===== config.mk =====
export PLATFORM = sky130hd
export DESIGN_NAME = swc_sleep_wakeup_control
export DESIGN_NICKNAME = d
export VERILOG_FILES = /design/src/swc_pkg.sv /design/src/swc_watchdog.sv /design/src/swc_sleep_wakeup_control.sv
export VERILOG_INCLUDE_DIRS = /design/src
export SDC_FILE = /design/constraint.sdc
export NUM_CORES = 1
export LEC_CHECK = 0
export BUFFER_PORTS_ARGS = -buffer_cell sky130_fd_sc_hd__buf_2
export CORE_ASPECT_RATIO = 1.4
export CORE_MARGIN = 8
export CORE_UTILIZATION = 30
export CTS_CLUSTER_DIAMETER = 30
export DETAILED_ROUTE_END_ITERATION = 6
export GPL_TIMING_DRIVEN = 0
export RECOVER_POWER = 50
export SYNTH_ARGS = -nofsm -noshare
export SYNTH_HDL_FRONTEND = slang
export SYNTH_SLANG_ARGS = --single-unit
export TNS_END_PERCENT = 1

===== constraint.sdc =====
create_clock -name pclk -period 3.5 [get_ports pclk]
set_input_delay 0.175 -clock pclk [delete_from_list [all_inputs] [get_ports pclk]]
set_output_delay 0.175 -clock pclk [all_outputs]
set_load 0.02 [all_outputs]

===== src/swc_consts.svh =====
// named offsets, field positions, reset values and timing counts of the sleep/wake block
`ifndef SWC_CONSTS_SVH
`define SWC_CONSTS_SVH

// apb byte addresses
`define SWC_ADDR_W            8
`define SWC_OFF_STATUS        8'h00
`define SWC_OFF_OPTION        8'h04
`define SWC_OFF_STATE         8'h08
`define SWC_OFF_IRQ_STAT      8'h0c
`define SWC_OFF_IRQ_MASK      8'h10

// status register fields
`define SWC_ST_PIN_WAKE       7
`define SWC_ST_TIMEOUT_N      4
`define SWC_ST_POWERDOWN_N    3

// option register fields and reset value
`define SWC_OPT_PIN_WAKE_EN_N 7
`define SWC_OPT_CLEAR_MODE    1
`define SWC_OPT_WATCHDOG_EN   0
`define SWC_OPT_W             8
`define SWC_OPT_RESET         8'h82

// state register fields
`define SWC_STATE_SLEEP       0
`define SWC_STATE_SNAP_LO     1
`define SWC_STATE_SNAP_HI     3
`define SWC_STATE_LIVE_LO     4
`define SWC_STATE_LIVE_HI     6

// interrupt status / mask fields
`define SWC_IRQ_W             3
`define SWC_IRQ_SLEEP         0
`define SWC_IRQ_WAKE          1
`define SWC_IRQ_WATCHDOG      2

// port pads and watched pins
`define SWC_PAD_W             5
`define SWC_PIN_W             3

// watchdog timing
`define SWC_CLK_PERIOD_NS     10
`define SWC_WATCHDOG_TIME_NS  40960
`define SWC_WATCHDOG_W        12
`define SWC_WATCHDOG_LIMIT    (`SWC_WATCHDOG_TIME_NS / `SWC_CLK_PERIOD_NS - 1)

`endif


===== src/swc_pkg.sv =====
// types shared by the sleep/wake control block
package swc_pkg;
	`include "swc_consts.svh"

	typedef enum logic {
		ST_RUN,
		ST_SLEEP
	} swc_state_t;

	// drive state of the port pads
	typedef struct packed {
		logic [`SWC_PAD_W-1:0] level;
		logic [`SWC_PAD_W-1:0] drive;
	} swc_pad_t;

	// reset-cause flags as software sees them
	typedef struct packed {
		logic pin_wake_flag;
		logic timeout_flag_n;
		logic powerdown_flag_n;
	} swc_flags_t;

	// watched pins: shared pin, pin 1, pin 0
	typedef struct packed {
		logic pin3;
		logic pin1;
		logic pin0;
	} swc_wpins_t;
endpackage


===== src/swc_watchdog.sv =====
// watchdog counter with clear and one-cycle expiry pulse
`timescale 1ns/1ns
module swc_watchdog
	import swc_pkg::*;
(
	input  wire logic                       pclk,    // block clock
	input  wire logic                       presetn, // async reset, low
	input  wire logic                       run_en,  // count while high
	input  wire logic                       clear,   // restart from zero
	output logic      [`SWC_WATCHDOG_W-1:0] count,   // watchdog_counter value
	output logic                            expire   // one-cycle time-out
);
	logic [`SWC_WATCHDOG_W-1:0] count_reg;
	logic [`SWC_WATCHDOG_W-1:0] count_next;
	logic                       at_limit;

	// limit reached only while counting
	assign at_limit = run_en && (count_reg == `SWC_WATCHDOG_W'(`SWC_WATCHDOG_LIMIT));

	// clear wins over counting; expiry wraps to zero
	assign count_next = (clear || at_limit || !run_en) ? '0 :
		count_reg + `SWC_WATCHDOG_W'(1);

	always_ff @(posedge pclk or negedge presetn) begin
		if (!presetn) begin
			count_reg <= '0;
		end else begin
			count_reg <= count_next;
		end
	end

	assign count  = count_reg;
	// expiry ignores clear: the wake and sleep paths feed clear back from it
	assign expire = at_limit;
endmodule


===== src/swc_sleep_wakeup_control.sv =====
// sleep entry, wake-up sources, reset-cause flags and apb registers
//
// Our own choices: the APB interface to the registers and the placing of the registers.
`timescale 1ns/1ns
module swc_sleep_wakeup_control
	import swc_pkg::*;
(
	input  wire logic                    pclk,                     // block clock
	input  wire logic                    presetn,                  // power-up reset, low
	input  wire logic                    psel,                     // apb select
	input  wire logic                    penable,                  // apb access phase
	input  wire logic                    pwrite,                   // apb direction
	input  wire logic [`SWC_ADDR_W-1:0]  paddr,                    // apb byte address
	input  wire logic [31:0]             pwdata,                   // apb write data
	output logic      [31:0]             prdata,                   // apb read data
	output logic                         pready,                   // apb ready
	output logic                         pslverr,                  // apb error
	input  wire logic                    sleep_exec,               // core ran sleep
	input  wire logic                    watchdog_kick,            // core cleared watchdog
	input  wire logic                    port_access,              // file/bit op on port
	input  wire logic                    port_pin0,                // pin 0 level
	input  wire logic                    port_pin1,                // pin 1 level
	input  wire logic                    shared_clear_program_pin, // shared pin level
	input  wire swc_pad_t                core_pad,                 // pad drive from core
	output swc_pad_t                     pad,                      // pad drive to pins
	output logic                         clear_pin_oe,             // shared pin drive
	output logic                         core_reset_n,             // device reset, low
	output logic                         osc_drive_en,             // oscillator driver on
	output logic                         sleeping,                 // in power-down
	output swc_flags_t                   flags,                    // reset-cause flags
	output logic                         irq                       // interrupt, high
);

	// state and registers
	swc_state_t                 state_reg;
	swc_state_t                 state_next;
	swc_flags_t                 flags_reg;
	swc_flags_t                 flags_next;
	swc_wpins_t                 snap_reg;
	swc_wpins_t                 snap_next;
	swc_pad_t                   pad_reg;
	swc_pad_t                   pad_next;
	logic [`SWC_OPT_W-1:0]      option_reg;
	logic [`SWC_OPT_W-1:0]      option_next;
	logic [`SWC_IRQ_W-1:0]      irq_stat_reg;
	logic [`SWC_IRQ_W-1:0]      irq_stat_next;
	logic [`SWC_IRQ_W-1:0]      irq_mask_reg;
	logic [`SWC_IRQ_W-1:0]      irq_mask_next;
	logic                       core_reset_n_reg;
	logic                       osc_en_reg;
	logic [31:0]                prdata_reg;
	logic                       pslverr_reg;

	// watched pins, live
	swc_wpins_t                 live_pins;
	wire logic                  master_clear_n;
	wire logic                  clear_mode;
	wire logic                  pin_wake_enable_n;
	wire logic                  watchdog_en;

	// watchdog
	logic [`SWC_WATCHDOG_W-1:0] watchdog_counter;
	logic                       watchdog_expire;
	wire logic                  watchdog_clear;

	// events
	wire logic                  in_sleep;
	wire logic                  clear_active;
	wire logic                  pin_mismatch;
	wire logic                  pin_change_wake;
	wire logic                  sleep_enter;
	wire logic                  wake_clear;
	wire logic                  wake_watchdog;
	wire logic                  wake_pin;
	wire logic                  wake_any;
	wire logic                  run_watchdog_reset;
	wire logic [`SWC_IRQ_W-1:0] irq_events;

	// apb decode
	wire logic                  apb_setup;
	wire logic                  apb_access;
	wire logic                  apb_wr;
	wire logic                  hit_status;
	wire logic                  hit_option;
	wire logic                  hit_state;
	wire logic                  hit_irq_stat;
	wire logic                  hit_irq_mask;
	wire logic                  addr_hit;
	wire logic [31:0]           rd_mux;
	wire logic [31:0]           status_word;
	wire logic [31:0]           state_word;

	// option fields
	assign pin_wake_enable_n = option_reg[`SWC_OPT_PIN_WAKE_EN_N];
	assign clear_mode        = option_reg[`SWC_OPT_CLEAR_MODE];
	assign watchdog_en       = option_reg[`SWC_OPT_WATCHDOG_EN];

	// watched pins; the shared pin doubles as the external clear
	assign live_pins = {shared_clear_program_pin, // pin 3
		port_pin1,                                // pin 1
		port_pin0};                               // pin 0
	assign master_clear_n = shared_clear_program_pin;
	assign clear_active   = clear_mode && !master_clear_n;

	assign in_sleep = (state_reg == ST_SLEEP);

	// sleep is honoured only from run and never while a reset is being raised
	assign sleep_enter = !in_sleep && sleep_exec && !clear_active &&
		!run_watchdog_reset;

	// compare against the last-read snapshot, not the last pin level, so a
	// mismatch left over from before sleep wakes on the first sleep cycle
	assign pin_mismatch    = (live_pins != snap_reg);
	assign pin_change_wake = pin_mismatch && !pin_wake_enable_n;

	// wake sources, external clear first, then watchdog, then pin change
	assign wake_clear    = in_sleep && clear_active;
	assign wake_watchdog = in_sleep && !clear_active && watchdog_expire;
	assign wake_pin      = in_sleep && !clear_active && !watchdog_expire &&
		pin_change_wake;
	assign wake_any      = wake_clear || wake_watchdog || wake_pin;

	// watchdog expiry while running resets the device internally only
	assign run_watchdog_reset = !in_sleep && watchdog_expire;

	// watchdog restarts on the core's kick, on sleep entry and on any wake
	assign watchdog_clear = watchdog_kick || sleep_enter ||
		wake_any;

	// the counter keeps running through power-down while enabled
	swc_watchdog u_watchdog (
		.pclk    (pclk),
		.presetn (presetn),
		.run_en  (watchdog_en),
		.clear   (watchdog_clear),
		.count   (watchdog_counter),
		.expire  (watchdog_expire)
	);

	// sleep state machine
	always_comb begin
		state_next = state_reg;
		unique case (state_reg)
			ST_RUN: begin
				if (sleep_enter) begin
					state_next = ST_SLEEP;
				end
			end
			ST_SLEEP: begin
				if (wake_any) begin
					state_next = ST_RUN;
				end
			end
		endcase
	end

	always_ff @(posedge pclk or negedge presetn) begin
		if (!presetn) begin
			state_reg <= ST_RUN;
		end else begin
			state_reg <= state_next;
		end
	end

	// reset-cause flags; the external clear is not among the causes that
	// touch them, so a clear pulse leaves them as they were
	always_comb begin
		flags_next = flags_reg;
		if (sleep_enter) begin
			flags_next.timeout_flag_n   = 1'b1;
			flags_next.powerdown_flag_n = 1'b0;
		end
		if (watchdog_expire && !wake_clear) begin
			flags_next.timeout_flag_n = 1'b0;
			flags_next.pin_wake_flag  = 1'b0;
		end
		if (wake_pin) begin
			flags_next.pin_wake_flag = 1'b1;
		end
	end

	always_ff @(posedge pclk or negedge presetn) begin
		if (!presetn) begin
			flags_reg <= '{pin_wake_flag: 1'b0, timeout_flag_n: 1'b1,
				powerdown_flag_n: 1'b1};
		end else begin
			flags_reg <= flags_next;
		end
	end

	// snapshot of watched pins on every port file or bit operation
	assign snap_next = port_access ? live_pins : snap_reg;

	always_ff @(posedge pclk or negedge presetn) begin
		if (!presetn) begin
			snap_reg <= '0;
		end else begin
			snap_reg <= snap_next;
		end
	end

	// pads follow the core one cycle late while running and freeze in sleep;
	// freezing at the entry edge keeps what the core drove before sleeping
	assign pad_next = (in_sleep || sleep_enter) ? pad_reg : core_pad;

	always_ff @(posedge pclk or negedge presetn) begin
		if (!presetn) begin
			pad_reg <= '0;
		end else begin
			pad_reg <= pad_next;
		end
	end

	// oscillator driver off for the whole of power-down
	always_ff @(posedge pclk or negedge presetn) begin
		if (!presetn) begin
			osc_en_reg <= 1'b1;
		end else if (sleep_enter) begin
			osc_en_reg <= 1'b0;
		end else if (wake_any) begin
			osc_en_reg <= 1'b1;
		end
	end

	// device reset: level while the external clear is held, one cycle for a
	// wake or a watchdog expiry; no wake path resumes the core in place
	always_ff @(posedge pclk or negedge presetn) begin
		if (!presetn) begin
			core_reset_n_reg <= 1'b0;
		end else begin
			core_reset_n_reg <= !(clear_active || wake_any ||
				run_watchdog_reset);
		end
	end

	// the shared pin is an input only; resets never pull it low
	assign clear_pin_oe = 1'b0;

	// interrupt sources: sleep entry, wake-up, watchdog expiry
	assign irq_events[`SWC_IRQ_SLEEP]    = sleep_enter;
	assign irq_events[`SWC_IRQ_WAKE]     = wake_any;
	assign irq_events[`SWC_IRQ_WATCHDOG] = watchdog_expire;

	// apb phase decode; the slave never waits
	assign apb_setup  = psel && !penable;
	assign apb_access = psel && penable;
	assign apb_wr     = apb_access && pwrite;

	assign hit_status   = (paddr == `SWC_OFF_STATUS);
	assign hit_option   = (paddr == `SWC_OFF_OPTION);
	assign hit_state    = (paddr == `SWC_OFF_STATE);
	assign hit_irq_stat = (paddr == `SWC_OFF_IRQ_STAT);
	assign hit_irq_mask = (paddr == `SWC_OFF_IRQ_MASK);
	assign addr_hit     = hit_status || hit_option || hit_state ||
		hit_irq_stat || hit_irq_mask;

	// status word: flags in their layout, other bits zero
	assign status_word = {24'h00_0000, flags_reg.pin_wake_flag, 2'h0,
		flags_reg.timeout_flag_n, flags_reg.powerdown_flag_n, 3'h0};

	// state word: sleep bit, snapshot, live pins
	assign state_word = {25'h000_0000, live_pins, snap_reg, in_sleep};

	assign rd_mux = hit_status   ? status_word :
		hit_option   ? {24'h00_0000, option_reg} :
		hit_state    ? state_word :
		hit_irq_stat ? {29'h0000_0000, irq_stat_reg} :
		hit_irq_mask ? {29'h0000_0000, irq_mask_reg} : 32'h0000_0000;

	// option register: software steers watchdog, clear mode and pin wake
	assign option_next = (apb_wr && hit_option) ? pwdata[`SWC_OPT_W-1:0] :
		option_reg;

	// irq status: write one to clear; a new event in the same cycle wins
	assign irq_stat_next = (irq_stat_reg & ~((apb_wr && hit_irq_stat) ?
		pwdata[`SWC_IRQ_W-1:0] : `SWC_IRQ_W'(0))) | irq_events;

	assign irq_mask_next = (apb_wr && hit_irq_mask) ? pwdata[`SWC_IRQ_W-1:0] :
		irq_mask_reg;

	always_ff @(posedge pclk or negedge presetn) begin
		if (!presetn) begin
			option_reg   <= `SWC_OPT_RESET;
			irq_stat_reg <= '0;
			irq_mask_reg <= '0;
		end else begin
			option_reg   <= option_next;
			irq_stat_reg <= irq_stat_next;
			irq_mask_reg <= irq_mask_next;
		end
	end

	// read data and error are taken at the setup edge so that they come from
	// flops during the access phase; state may move one cycle meanwhile
	always_ff @(posedge pclk or negedge presetn) begin
		if (!presetn) begin
			prdata_reg  <= '0;
			pslverr_reg <= 1'b0;
		end else if (apb_setup) begin
			prdata_reg  <= pwrite ? 32'h0000_0000 : rd_mux;
			pslverr_reg <= !addr_hit;
		end
	end

	// outputs
	assign prdata       = prdata_reg;
	assign pslverr      = pslverr_reg && apb_access;
	assign pready       = apb_access;
	assign pad          = pad_reg;
	assign core_reset_n = core_reset_n_reg;
	assign osc_drive_en = osc_en_reg;
	assign sleeping     = in_sleep;
	assign flags        = flags_reg;
	assign irq          = |(irq_stat_reg & irq_mask_reg);

endmodule


==> results.json <==
{
  "seq_area_frac_synth": 0.494,
  "via_count_of_the_first_global_routing_pass": 2234,
  "crit-reg2reg-capture": "pad[7]",
  "fp.dieArea_um2": 12500,
  "post_cts_setup_buffer_count": 0,
  "critPathCaptureType": "flop",
  "cts-hold-fix-buffers": 0,
  "wirelength_mm": 6.51,
  "syn_area_um2": 2750,
  "worst-slew-pin-transition_ns": 1.18,
  "post_route_cells_drive_above_1_share": 0.313,
  "timing.critical_path.arrival_ns": 2.48,
  "worst_reg2reg_setup_slack_ns": 1.19,
  "h_tree_levels": 2,
  "max-slew-margin-rel": 0.214,
  "routed_via_density": 4.62,
  "p_per_area_nw_per_um2": 516,
  "grt_antenna_before_repair": 0,
  "crit_path_start_kind": "flop",
  "detailedRoute.firstIterationViolations": 50,
  "vias": 2100,
  "final.fill_count": 910,
  "worstSkewPairLatency_ns": 0.29,
  "maxSlewViolCount": 0,
  "setup_violations": 0,
  "die_height_um": 129,
  "initial_core_util": 0.306,
  "syn_avg_cell_area_um2": 10.9,
  "totalNegativeSetupSlack_ns": 0,
  "cts_root_buf": "sky130_fd_sc_hd__clkbuf_16",
  "diodes": 0,
  "run_status": "completed",
  "cts-buffers-inserted": 5,
  "setup_cp_type": "reg -> reg",
  "drt-pass1-iter-count": 4,
  "worstPathRequired_ns": 3.67,
  "tritoncts": "built",
  "net_total_in_the_final_layout": 409,
  "post-route-drc-count": 0,
  "number_of_cells_on_the_worst_reg_to_reg_path": 5,
  "globalRouteTotalUtil": 0.106,
  "drtAntennaViolNets": 0,
  "core_um2": 8980,
  "ys_types": 43,
  "rsz0062_at_grt": "no",
  "synth-seq-cells": 54,
  "post_synth_inst_count": 253,
  "final.setup_skew_ns": 0.00682,
  "place.gp.congestion": 0.803,
  "cts.clk_slew.worst_paths_ns": 0.07,
  "max_clock_freq_mhz": 433,
  "cts.sink_count": 54,
  "cts_resized": 0,
  "hpwlAfterDp_mm": 5.12,
  "critical_path_peak_fanout": 10,
  "synthToLayoutAreaGrowth_pct": 24.6,
  "r2r-start": "u_watchdog.count[0]",
  "placement.io_buffers": 63,
  "report.final.hold_viol_count": 0,
  "leakage_nw": 1.58,
  "period_share": 0.659,
  "period_minus_slack_ns": 2.31,
  "floorplan.rows": 41,
  "report.power.total_mw": 1.77,
  "critPathCapture": "pad[7]",
  "grt_start_max_net_pins": 55,
  "maxCapViolCount": 0,
  "max-clock-path-buffers": 2,
  "io_pins": 113,
  "yosysWarnings": 0,
  "drt-wirelength-per-cell_um": 14.3,
  "grt_overflow_total": 0,
  "die_width_um": 96.9,
  "crit_path_start": "u_watchdog.count[0]",
  "vdd_drop_max_mv": 0.311,
  "mostFrequentLayoutCell": "sky130_fd_sc_hd__dfrtp_1",
  "holdCritPathClass": "in -> reg",
  "number_of_flip_flops_under_the_largest_register_name": 12,
  "most-common-layout-cells": "sky130_fd_sc_hd__dfrtp_1 (49), sky130_fd_sc_hd__buf_2 (40), sky130_fd_sc_hd__clkbuf_1 (30)",
  "grt_first_pass_wirelength_mm": 11.1
}
-- worst min-delay path by stage --
stage                start            end  slack, ns  depth (start not counted)
2_1_floorplan      presetn   core_reset_n      -0.12                          0
3_3_place_gp   core_pad[7]         pad[7]       0.41                          2
3_5_place_dp     pwdata[6]  option_reg[6]       0.41                          2
4_1_cts          pwdata[6]  option_reg[6]       0.10                          2
5_1_grt          pwdata[6]  option_reg[6]       0.11                          2
6_report         pwdata[6]  option_reg[6]       0.11                          2
-- worst max-delay path, stage by stage (launching register included) --
cell and delay, ns:
sky130_fd_sc_hd__dfrtp_1 0.39, sky130_fd_sc_hd__ha_1 0.22, sky130_fd_sc_hd__nand3_2 0.18, sky130_fd_sc_hd__or4_4 0.60, sky130_fd_sc_hd__a31oi_4 0.41, sky130_fd_sc_hd__mux2_2 0.39
-- logic make-up after synthesis --
kind of cell	after synthesis	share of synthesized area
fa+ha+maj	1	0.00455
buf+inv	37	0.0846
mux	29	0.116
flops	54	0.494
compound gates	34	0.0942
xor+xnor	12	0.0382
simple gates	85	0.167
other cells	1	0.00136
-- area by class of cell --
cell class / instances / area (um2) / area share
flip-flops and latches: 54 / 1360 / 0.396
plain buffers: 32 / 214 / 0.0625
well taps: 107 / 134 / 0.0391
multi-input cells: 186 / 1250 / 0.365
clock buffers: 5 / 125 / 0.0365
repair buffers: 63 / 287 / 0.0836
clock inverters: 3 / 40.0 / 0.0117
inverters: 5 / 18.8 / 0.00548
-- per-stage QoR --
stage | cell area, um2 | util | hold WS [ns] | cells | setup WS [ns]
after floorplan | 2840 | - | -0.121 | 277 | 1.41
after global placement | 3290 | 0.366 | 0.407 | 447 | 1.23
after detailed placement | 3290 | 0.366 | 0.411 | 447 | 1.17
after CTS | 3450 | 0.385 | 0.103 | 455 | 1.16
after global routing | 3430 | 0.382 | 0.107 | 455 | 1.06
final | 3430 | 0.382 | 0.110 | 455 | 1.19
-- where the power goes --
part / switching [mW] / internal, mW / total, mW
Sequential: 0.0487 / 0.713 / 0.761
Combinational: 0.285 / 0.166 / 0.451
Clock: 0.221 / 0.335 / 0.556
Total: 0.554 / 1.21 / 1.77
-- cell usage after synthesis, drive strengths merged --
library cell   n  share of area
dfrtp         49           0.45
buf           25          0.068
mux2          24          0.098
nand2         19          0.026
nor3          16          0.029
nor2          12          0.016
xnor2         11          0.035
o21ai          8          0.015
clkbuf         7         0.0096
a22o           6          0.019
nand2b         6          0.014
nor4           6          0.014
dfstp          5          0.048
inv            5         0.0068
mux2i          5          0.018
nand3          5          0.011
a21o           4          0.011
a21oi          4         0.0073
and3           4         0.0091
nor2b          4         0.0091
or4            3         0.0096
a31oi          2          0.010
a32oi          2         0.0064
and2           2         0.0045
nand3b         2         0.0055
nand4          2          0.010
o221ai         2         0.0064
or2            2         0.0045
a211oi         1         0.0027
a21bo          1         0.0036
a222oi         1         0.0036
a2bb2oi        1         0.0032
a32o           1         0.0036
conb           1         0.0014
ha             1         0.0045
nor3b          1         0.0027
o31ai          1         0.0027
or3            1         0.0023
xor2           1         0.0032
-- metal layers --
metal  GRT usage  up-vias  wire length [um]
met4      0.0327        0                78
met1       0.119      991              2800
li1            -     1036                 -
met2       0.184       67              3170
met5           0        -                 0
met3      0.0378        6               456
No activity file was read; power rests on OpenSTA's default activity.
